$ cat src/design/dbgc_cfg.svh
`ifndef DBGC_CFG_SVH
`define DBGC_CFG_SVH

// Register byte offsets on the APB port
`define DBGC_OFS_CSR 8'h00
`define DBGC_OFS_IRQ_STAT 8'h04
`define DBGC_OFS_IRQ_MASK 8'h08
`define DBGC_OFS_HART_STAT 8'h0C

// Field positions in the debug control/status word
`define DBGC_PRV_LSB 0
`define DBGC_PRV_MSB 1
`define DBGC_STEP_BIT 2
`define DBGC_NMIP_BIT 3
`define DBGC_MPRVEN_BIT 4
`define DBGC_V_BIT 5
`define DBGC_CAUSE_LSB 6
`define DBGC_CAUSE_MSB 8

// Field positions in the interrupt status and mask words
`define DBGC_IRQ_ENTRY_BIT 0
`define DBGC_IRQ_NMI_BIT 1
`define DBGC_IRQ_W 2

// Reset values
`define DBGC_PRV_RST 2'h3
`define DBGC_MPRVEN_RST 1'h1
`define DBGC_MASK_RST 2'h0

// Hart capabilities
`define DBGC_HAS_VIRT 1'h1
`define DBGC_HAS_SMODE 1'h1
`define DBGC_HAS_UMODE 1'h1
`define DBGC_MPRVEN_WRITABLE 1'h1

// Allowed alternative cause reports
`define DBGC_RESET_AS_HALTREQ 1'h0
`define DBGC_GROUP_AS_HALTREQ 1'h0

`endif

$ cat src/design/dbgc_pkg.sv
package dbgc_pkg;

    typedef enum logic [2:0] {
        DBGC_CAUSE_NONE = 3'h0,
        DBGC_CAUSE_EBREAK = 3'h1,
        DBGC_CAUSE_TRIGGER = 3'h2,
        DBGC_CAUSE_HALTREQ = 3'h3,
        DBGC_CAUSE_STEP = 3'h4,
        DBGC_CAUSE_RESETHALT = 3'h5,
        DBGC_CAUSE_GROUP = 3'h6,
        DBGC_CAUSE_OTHER = 3'h7
    } dbgc_cause_type;

    typedef enum logic [1:0] {
        DBGC_PRV_USER = 2'h0,
        DBGC_PRV_SUPER = 2'h1,
        DBGC_PRV_RSVD = 2'h2,
        DBGC_PRV_MACHINE = 2'h3
    } dbgc_prv_type;

    // Reasons to enter debug mode, one bit each, raised by hart logic
    typedef struct packed {
        logic trigger;
        logic ebreak;
        logic resethalt;
        logic group;
        logic haltreq;
        logic step;
        logic other;
    } dbgc_req_type;

endpackage

$ cat src/design/dbgc_cause_if.sv
`timescale 1ns/100ps
interface dbgc_cause_if;
    import dbgc_pkg::*;

    dbgc_req_type req;
    logic hit;
    dbgc_cause_type code;

    modport src (output req, input hit, input code);
    modport enc (input req, output hit, output code);
endinterface

$ cat src/design/dbgc_cause_enc.sv
`timescale 1ns/100ps
`include "dbgc_cfg.svh"
module dbgc_cause_enc (
    // Requests in, chosen cause out
    dbgc_cause_if.enc bus
);
    import dbgc_pkg::*;

    // Fixed priority: trigger, ebreak, reset halt, group, haltreq, step,
    // other. Exactly one code results however many requests coincide.
    function automatic dbgc_cause_type pick(input dbgc_req_type r);
        dbgc_cause_type c;
        c = DBGC_CAUSE_NONE;
        if (r.trigger) begin
            c = DBGC_CAUSE_TRIGGER;
        end else if (r.ebreak) begin
            c = DBGC_CAUSE_EBREAK;
        end else if (r.resethalt) begin
            c = (`DBGC_RESET_AS_HALTREQ == 1'h1) ? DBGC_CAUSE_HALTREQ
                                                  : DBGC_CAUSE_RESETHALT;
        end else if (r.group) begin
            c = (`DBGC_GROUP_AS_HALTREQ == 1'h1) ? DBGC_CAUSE_HALTREQ
                                                  : DBGC_CAUSE_GROUP;
        end else if (r.haltreq) begin
            c = DBGC_CAUSE_HALTREQ;
        end else if (r.step) begin
            c = DBGC_CAUSE_STEP;
        end else if (r.other) begin
            c = DBGC_CAUSE_OTHER;
        end
        return c;
    endfunction

    always_comb begin
        bus.code = pick(bus.req);
        bus.hit = |bus.req;
    end
endmodule

$ cat src/design/dbgc_csr.sv
// Our own choices: the address map and the APB interface to the registers.
`timescale 1ns/100ps
`include "dbgc_cfg.svh"
module dbgc_csr (
    // Clock and reset
    input wire logic pclk,
    input wire logic presetn,
    // APB slave
    input wire logic psel,
    input wire logic penable,
    input wire logic pwrite,
    input wire logic [7:0] paddr,
    input wire logic [31:0] pwdata,
    output logic [31:0] prdata,
    output logic pready,
    output logic pslverr,
    // Hart side, same clock
    input wire dbgc_pkg::dbgc_req_type hart_req,
    input wire logic hart_retire,
    input wire logic hart_resume,
    input wire logic [1:0] hart_priv,
    input wire logic hart_virt,
    input wire logic hart_mprv,
    input wire logic hart_nmi,
    // Debug state towards the hart
    output logic in_debug,
    output logic [1:0] resume_priv,
    output logic resume_virt,
    output logic step_en,
    output logic mprv_effective,
    // Interrupt
    output logic irq
);
    import dbgc_pkg::*;

    // Falls back to machine mode for anything the hart cannot run in
    function automatic logic [1:0] legal_priv(input logic [1:0] p);
        logic [1:0] r;
        r = DBGC_PRV_MACHINE;
        case (p)
            DBGC_PRV_USER: r = (`DBGC_HAS_UMODE == 1'h1) ? p
                                                          : DBGC_PRV_MACHINE;
            DBGC_PRV_SUPER: r = (`DBGC_HAS_SMODE == 1'h1) ? p
                                                           : DBGC_PRV_MACHINE;
            default: r = DBGC_PRV_MACHINE;
        endcase
        return r;
    endfunction

    // Virtual mode only exists below machine mode
    function automatic logic legal_virt(input logic v, input logic [1:0] p);
        return v & `DBGC_HAS_VIRT & (legal_priv(p) != DBGC_PRV_MACHINE);
    endfunction

    dbgc_cause_if cause_bus ();

    dbgc_cause_enc u_enc (
        .bus(cause_bus)
    );

    logic in_debug_q;
    logic [2:0] cause_q;
    logic [1:0] prv_q;
    logic v_q;
    logic step_q;
    logic mprven_q;
    logic nmip_q;
    logic mprv_eff_q;
    logic [`DBGC_IRQ_W-1:0] irq_stat_q;
    logic [`DBGC_IRQ_W-1:0] irq_stat_d;
    logic [`DBGC_IRQ_W-1:0] irq_mask_q;
    logic irq_q;
    logic [31:0] prdata_q;
    logic pready_q;
    logic pslverr_q;
    logic step_hit;
    logic enter;
    logic setup;
    logic wr_en;
    logic mapped;
    logic [31:0] csr_word;

    // Step ends after exactly one retired instruction outside debug mode
    assign step_hit = step_q & ~in_debug_q & hart_retire;

    always_comb begin
        cause_bus.req = hart_req;
        cause_bus.req.step = hart_req.step | step_hit;
    end

    assign enter = cause_bus.hit & ~in_debug_q;

    // APB decode; a zero-wait answer follows every setup cycle
    assign setup = psel & ~penable;
    assign wr_en = psel & penable & pwrite & pready_q;
    assign mapped = (paddr == `DBGC_OFS_CSR) ||
                    (paddr == `DBGC_OFS_IRQ_STAT) ||
                    (paddr == `DBGC_OFS_IRQ_MASK) ||
                    (paddr == `DBGC_OFS_HART_STAT);

    always_comb begin
        csr_word = 32'h0;
        csr_word[`DBGC_PRV_MSB:`DBGC_PRV_LSB] = prv_q;
        csr_word[`DBGC_STEP_BIT] = step_q;
        csr_word[`DBGC_NMIP_BIT] = nmip_q;
        csr_word[`DBGC_MPRVEN_BIT] = mprven_q;
        csr_word[`DBGC_V_BIT] = v_q;
        csr_word[`DBGC_CAUSE_MSB:`DBGC_CAUSE_LSB] = cause_q;
    end

    // Debug mode tracking; leave only on the hart's resume pulse
    always_ff @(posedge pclk or negedge presetn) begin
        if (!presetn) begin
            in_debug_q <= 1'h0;
        end else if (enter) begin
            in_debug_q <= 1'h1;
        end else if (hart_resume) begin
            in_debug_q <= 1'h0;
        end
    end

    // Cause has no write path at all
    always_ff @(posedge pclk or negedge presetn) begin
        if (!presetn) begin
            cause_q <= 3'h0;
        end else if (enter) begin
            cause_q <= cause_bus.code;
        end
    end

    // Entry capture beats a debugger write landing in the same cycle
    always_ff @(posedge pclk or negedge presetn) begin
        if (!presetn) begin
            prv_q <= `DBGC_PRV_RST;
            v_q <= 1'h0;
        end else if (enter) begin
            prv_q <= legal_priv(hart_priv);
            v_q <= legal_virt(hart_virt, hart_priv);
        end else if (wr_en && paddr == `DBGC_OFS_CSR) begin
            prv_q <= legal_priv(pwdata[`DBGC_PRV_MSB:`DBGC_PRV_LSB]);
            v_q <= legal_virt(pwdata[`DBGC_V_BIT],
                              pwdata[`DBGC_PRV_MSB:`DBGC_PRV_LSB]);
        end
    end

    // Writes while running are dropped as a guard against a bad debugger
    always_ff @(posedge pclk or negedge presetn) begin
        if (!presetn) begin
            step_q <= 1'h0;
        end else if (wr_en && paddr == `DBGC_OFS_CSR && in_debug_q) begin
            step_q <= pwdata[`DBGC_STEP_BIT];
        end
    end

    always_ff @(posedge pclk or negedge presetn) begin
        if (!presetn) begin
            mprven_q <= `DBGC_MPRVEN_RST;
        end else if (wr_en && paddr == `DBGC_OFS_CSR &&
                     `DBGC_MPRVEN_WRITABLE == 1'h1) begin
            mprven_q <= pwdata[`DBGC_MPRVEN_BIT];
        end
    end

    // Outside debug mode mprv passes through untouched
    always_ff @(posedge pclk or negedge presetn) begin
        if (!presetn) begin
            mprv_eff_q <= 1'h0;
        end else begin
            mprv_eff_q <= in_debug_q ? (mprven_q & hart_mprv)
                                     : hart_mprv;
        end
    end

    always_ff @(posedge pclk or negedge presetn) begin
        if (!presetn) begin
            nmip_q <= 1'h0;
        end else begin
            nmip_q <= hart_nmi;
        end
    end

    // Sticky events; a new event wins over a write-one-to-clear
    always_comb begin
        irq_stat_d = irq_stat_q;
        if (wr_en && paddr == `DBGC_OFS_IRQ_STAT) begin
            irq_stat_d = irq_stat_q & ~pwdata[`DBGC_IRQ_W-1:0];
        end
        if (enter) begin
            irq_stat_d[`DBGC_IRQ_ENTRY_BIT] = 1'h1;
        end
        if (hart_nmi && !nmip_q) begin
            irq_stat_d[`DBGC_IRQ_NMI_BIT] = 1'h1;
        end
    end

    always_ff @(posedge pclk or negedge presetn) begin
        if (!presetn) begin
            irq_stat_q <= '0;
        end else begin
            irq_stat_q <= irq_stat_d;
        end
    end

    always_ff @(posedge pclk or negedge presetn) begin
        if (!presetn) begin
            irq_mask_q <= `DBGC_MASK_RST;
        end else if (wr_en && paddr == `DBGC_OFS_IRQ_MASK) begin
            irq_mask_q <= pwdata[`DBGC_IRQ_W-1:0];
        end
    end

    always_ff @(posedge pclk or negedge presetn) begin
        if (!presetn) begin
            irq_q <= 1'h0;
        end else begin
            irq_q <= |(irq_stat_d & irq_mask_q);
        end
    end

    // Read data is latched at the setup edge, valid in the access phase
    always_ff @(posedge pclk or negedge presetn) begin
        if (!presetn) begin
            pready_q <= 1'h0;
            pslverr_q <= 1'h0;
            prdata_q <= 32'h0;
        end else begin
            pready_q <= setup;
            pslverr_q <= setup & ~mapped;
            if (setup && !pwrite) begin
                case (paddr)
                    `DBGC_OFS_CSR: prdata_q <= csr_word;
                    `DBGC_OFS_IRQ_STAT: prdata_q <= {30'h0, irq_stat_q};
                    `DBGC_OFS_IRQ_MASK: prdata_q <= {30'h0, irq_mask_q};
                    `DBGC_OFS_HART_STAT: prdata_q <= {28'h0, in_debug_q,
                                                      hart_virt, hart_priv};
                    default: prdata_q <= 32'h0;
                endcase
            end else if (setup) begin
                prdata_q <= 32'h0;
            end
        end
    end

    assign prdata = prdata_q;
    assign pready = pready_q;
    assign pslverr = pslverr_q;
    assign in_debug = in_debug_q;
    assign resume_priv = prv_q;
    assign resume_virt = v_q;
    assign step_en = step_q;
    assign mprv_effective = mprv_eff_q;
    assign irq = irq_q;
endmodule

$ cat config.mk
export PLATFORM = sky130hd
export DESIGN_NAME = dbgc_csr
export DESIGN_NICKNAME = d
export VERILOG_FILES = /design/src/design/dbgc_pkg.sv /design/src/design/dbgc_cause_if.sv /design/src/design/dbgc_cause_enc.sv /design/src/design/dbgc_csr.sv
export VERILOG_INCLUDE_DIRS = /design/src /design/src/design
export SDC_FILE = /design/constraint.sdc
export NUM_CORES = 1
export LEC_CHECK = 0
export BUFFER_PORTS_ARGS = -buffer_cell sky130_fd_sc_hd__buf_2
export CELL_PAD_IN_SITES_DETAIL_PLACEMENT = 1
export CELL_PAD_IN_SITES_GLOBAL_PLACEMENT = 2
export CORE_MARGIN = 3
export CORE_UTILIZATION = 23
export CTS_CLUSTER_DIAMETER = 150
export CTS_CLUSTER_SIZE = 20
export DETAILED_ROUTE_END_ITERATION = 10
export HOLD_SLACK_MARGIN = 0.02
export PLACE_DENSITY_LB_ADDON = 0.1
export SLEW_MARGIN = 40
export SYNTH_ARGS = -nofsm -noshare
export SYNTH_HDL_FRONTEND = slang
export SYNTH_SLANG_ARGS = --single-unit
$ cat constraint.sdc
create_clock -name pclk -period 1.9 [get_ports pclk]
set_input_delay 0.19 -clock pclk [delete_from_list [all_inputs] [get_ports pclk]]
set_output_delay 0.19 -clock pclk [all_outputs]
set_load 0.05 [all_outputs]
# Word level (Yosys, flattened, before mapping)
# Index checks and enable logic that the tools add are counted.
# totals
ff_bits	50
latch_bits	0
mem_bits_rw	0
mem_bits_ro	0
in_bits	59
wordCells	84
memories	0
# classes
add_sub_neg	0
multipliers	0
div	0
order_cmp	0
eq_ne	7
n_shift	0
mux	24
bitwise	18
reduce_logical	21
# op_table
operator	n
32-bit two-way mux	2
9-bit one-hot mux with 4 select lines	1
3-bit two-way mux	7
8-bit by 4-bit == test with 1-bit output (second input constant)	2
2-bit two-way mux	7
1-bit bitwise AND	11
8-bit by 3-bit == test with 1-bit output (second input constant)	1
8-bit logical NOT	1
1-bit two-way mux	7
7-bit OR reduction	1
1-bit logical AND	6
2-bit nonzero test	3
2-bit OR reduction	3
2-bit bitwise AND	2
2-bit by 1-bit == test with 1-bit output (second input constant)	2
2-bit logical NOT	2
2-bit inequality test (second input constant)	2
1-bit logical OR	3
1-bit NOT	3
1-bit logical NOT	2
2-bit NOT	1
1-bit OR	1

# Logic depth before layout (Yosys ltp)
# depth
word_depth	11
ltp_mapped	5
ltp_nobuf	4

# Cells and area by module
# Synthesis repeated with hierarchy kept, for this count alone.
# unflattened
hier_cells	149
hier_area_um2	1463.9
# by_module_without_submodules
mod	n_inst	cells_per_inst	area_per_inst_um2	seq_area_each_um2
dbgc_csr	1	136	1395.1	679.4
dbgc_cause_enc	1	13	68.8	0.0

# Worst setup path before layout
# No wires, ideal clock.
# synth_timing
path_type	register -> register
from	register pready_q, in the netlist pready
to	register v_q, in the netlist resume_virt
setup_ns	0.082
t_arrival_ns	1.641
t_required_ns	1.818
path_slack_ns	0.177
path_stages_with_launch	5
n_path_buf	0
synth_period_minus_slack_ns	1.723
path_cell_list	dfrtp_1 -> and4_2 -> nand4_4 -> or3b_1 -> a31oi_1
# synth_between
elab_chain_len	3
# synth_rtl
element	line	rtl
start, declared	dbgc_csr.sv:74	logic pready_q;
start signal, assigned	dbgc_csr.sv:227	pready_q <= setup;
1-bit bitwise AND	dbgc_csr.sv:95	assign wr_en = psel & penable & pwrite & pready_q;
1-bit logical AND (no line)	--	
2-bit nonzero test (no line)	--	
end signal, assigned	dbgc_csr.sv:138	v_q <= legal_virt(hart_virt, hart_priv);
end signal, assigned	dbgc_csr.sv:141	v_q <= legal_virt(pwdata[`DBGC_V_BIT],
end, declared	dbgc_csr.sv:64	logic v_q;
# No other way between the ends.
# A chain may end at the register's enable or synchronous reset.

# Worst setup path after layout
# Same ends and word-level chain as after synthesis.

==> results_dict.tcl <==
set metrics [dict create \
    netlist_area_sq_um 1480 \
    slew_viol_final 0 \
    overflow 0 \
    setup_violations 0 \
    antenna_found_initial 0 \
    critPathMaxStageDelay_ns 0.40 \
    cts_inserted_buffers 3 \
    gp_congestion 0.747 \
    worst_r2r_startpoint "pready" \
    final_layout_size_suffix_gt1_share_pct 37.7 \
    worst_path_max_delay_cell "or3b_1" \
    placement_rows 28 \
    worst_ep_required_time_ns 2.09 \
    buffer_ports.inserted 49 \
    layout.cells.most_common "buf_2" \
    grt_pass1_wl_microns 6250 \
    timing.hold.worst.start "hart_nmi" \
    fraction_of_synthesized_cell_area_taken_by_the_top_area_cell_type_pct 40.5 \
    cp.buffers_inverters 0 \
    ys_top_cells_by_area "dfrtp_1 (40%), buf_4 (12%), dfstp_2 (5.3%)" \
    grt_use_total_pct 10.6 \
    tightest_slew_ns 0.620 \
    core_region_area_sq_um 6100 \
    synthFlopType "dfrtp_1" \
    floorplan.die_area_sq_um 7450 \
    hold_path.class "input port to flop" \
    detailedRoute.firstIterationViolations 32 \
    drt-vias-per-instance 4.26 \
    clock_tree_from_tritoncts "done" \
    clock_insertion_delay_worst_skew_ns 0.27 \
    synth_top_cell_by_area "dfrtp_1" \
    worst_setup_path_end_kind "flop" \
    largest_driver_fanout_on_the_critical_path 5 \
    route.vias.total 1133 \
    h_tree_levels 1 \
    route.detailed.wl_per_inst_microns 14.6 \
    finalClockSkew_ns 0.00178 \
    post_synth_num_cell_types 38 \
    run_status "finished, final reports clean" \
    tritoncts_num_sinks 27 \
    ys.warnings.count 0 \
    timing_hold_violations_final 0 \
    synth_seq_cells 27 \
    crit_path_cell_trace "and4_2 > nand4_4 > or3b_1 > a31oi_1" \
    layout.cells.most_common_list "buf_2 (49), dfrtp_1 (24), conb_1 (23)" \
    dpl.hpwl_microns 3220 \
    cts.path.max_buffers 2 \
    fmax_mhz 687 \
    timing.critical_path.max_delay_family "simple AND/OR/NAND/NOR gates" \
    cts.reportedPaths.clkPinSlew_ns 0.09 \
    postLayoutCoreUtil_pct 29.4 \
    avgSynthCellArea_sq_um 10.8 \
    slew-limit-headroom_pct 58.7 \
    drcViolationCount 0 \
    grt_start_max_net_pins 28 \
    synth-seq-area-share_pct 45.8 \
    clockRootBuffer "clkbuf_8" \
    number_of_global_route_vias_before_repair 1263 \
    floorplan.io_pins 100 \
    vdd_ir_drop_max_mv 0.304 \
    die_height_microns 86.3 \
    rsz0062_at_grt "false" \
    fillerInstances 729 \
    chipWidth_microns 86.3 \
    count_of_flip_flops_with_a_built_in_enable_after_synthesis 0 \
    final.period_utilization_pct 76.6 \
    antenna_violating_nets_left 0 \
    initial_core_util_pct 24.3 \
    gate_count_post_synth 138 \
    antenna_cells_inserted 0 \
    worst_ep_arrival_time_ns 1.65 \
    syn2layout_area_growth_pct 20.8 \
    post_cts.resized_instances 0 \
    finish.net_count 251 \
    detailed_route_wire_length_microns 3880 \
    asyncSetResetFlopFracSynth_pct 100 \
    firstDrtPassIters 4 \
    setup_tns_ns 0 \
    worstSetupStartpoint "pready" \
    startpoint_type "flop" \
    finalWorstPathRequiredPeriod_ns 1.46 \
    power.leakage_nw 0.925 \
    count_of_maximum_capacitance_violations 0 \
    critPathKind "flop to flop" \
    total_power_per_unit_cell_area_nw_per_um2 943 \
]
## metrics by stage
step | instances | hold WS, ns | power [mW] | instance area (sq um) | setup WS [ns]
2_1_floorplan | 160 | -0.106 | 1.23 | 1570 | 0.177
3_3_place_gp | 261 | 0.240 | 1.38 | 1740 | 0.340
3_5_place_dp | 261 | 0.250 | 1.39 | 1740 | 0.312
4_1_cts | 266 | 0.0264 | 1.73 | 1790 | 0.415
5_1_grt | 266 | 0.0208 | 1.80 | 1790 | 0.309
6_report | 266 | 0.0355 | 1.69 | 1790 | 0.445
## synthesized netlist by cell type (2+ instances only)
| master | number |
|---|---|
| a21oi_1 | 3 |
| and2_1 | 2 |
| nor3_1 | 3 |
| dfstp_2 | 3 |
| clkbuf_1 | 2 |
| nor2_1 | 9 |
| nand4_1 | 2 |
| mux2_2 | 4 |
| o21ai_0 | 6 |
| a31oi_1 | 3 |
| nand2_1 | 8 |
| a22oi_1 | 2 |
| a22o_1 | 6 |
| mux4_2 | 2 |
| nand2b_1 | 2 |
| buf_4 | 23 |
| mux2i_1 | 2 |
| inv_1 | 7 |
| and2_2 | 2 |
| o31ai_1 | 4 |
| dfrtp_1 | 24 |
| a21o_1 | 3 |
## report_power, final
part	switching [mW]	internal, mW	total, mW
combinational	0.465	0.168	0.633
sequential	0.0628	0.672	0.735
clock	0.176	0.147	0.323
## cells by family after synthesis
family                 share of synthesized area [%]
AND/OR/NAND/NOR                                 16.5
buffers and inverters                           14.7
AO/OA/AOI/OAI                                   15.3
flip-flops                                      45.8
multiplexers                                    7.42
other                                          0.253
## flip-flops by register name, indices dropped and copies added (netlist names)
| name | cells |
|---|---|
| prdata | 9 |
| cause_q | 3 |
| irq_mask_q | 2 |
| irq_stat_q | 2 |
| resume_priv | 2 |
| in_debug | 1 |
| irq | 1 |
| mprv_effective | 1 |
| mprven_q | 1 |
| nmip_q | 1 |
| pready | 1 |
| pslverr | 1 |
| resume_virt | 1 |
| step_en | 1 |
## metal layers
layer	track usage [%]	wire (microns)	up-vias
met1	13.0	1710	542
li1	-	-	551
met4	2.12	32	0
met5	0	0	-
met2	18.7	1930	38
met3	2.66	208	2
## what timing repair did
action                                 4_1_cts  5_1_grt
endpoints found under the hold margin       24        0
setup buffers                                0        0
hold buffers                                 1        0
## layout make-up
| type | count | area, sq um | area share [%] |
|---|---|---|---|
| clock buffers | 3 | 41.3 | 2.30 |
| clock inverters | 1 | 5.00 | 0.279 |
| flip-flops and latches | 27 | 679 | 37.9 |
| inverters | 7 | 26.3 | 1.47 |
| well taps | 75 | 93.8 | 5.23 |
| repair buffers | 53 | 278 | 15.5 |
| multi-input cells | 100 | 669 | 37.3 |
## final timing paths
kind	endpoint	slack [ns]	cells after the start
min reg2reg	prdata[0]	0.49	2
min in group asynchronous	prdata[5]	0.46	2
max in group asynchronous	irq_mask_q[1]	1.03	2
max reg2reg	resume_virt	0.44	4
max	resume_virt	0.44	4
min	nmip_q	0.04	1
Power figures use the tool's default switching activity.
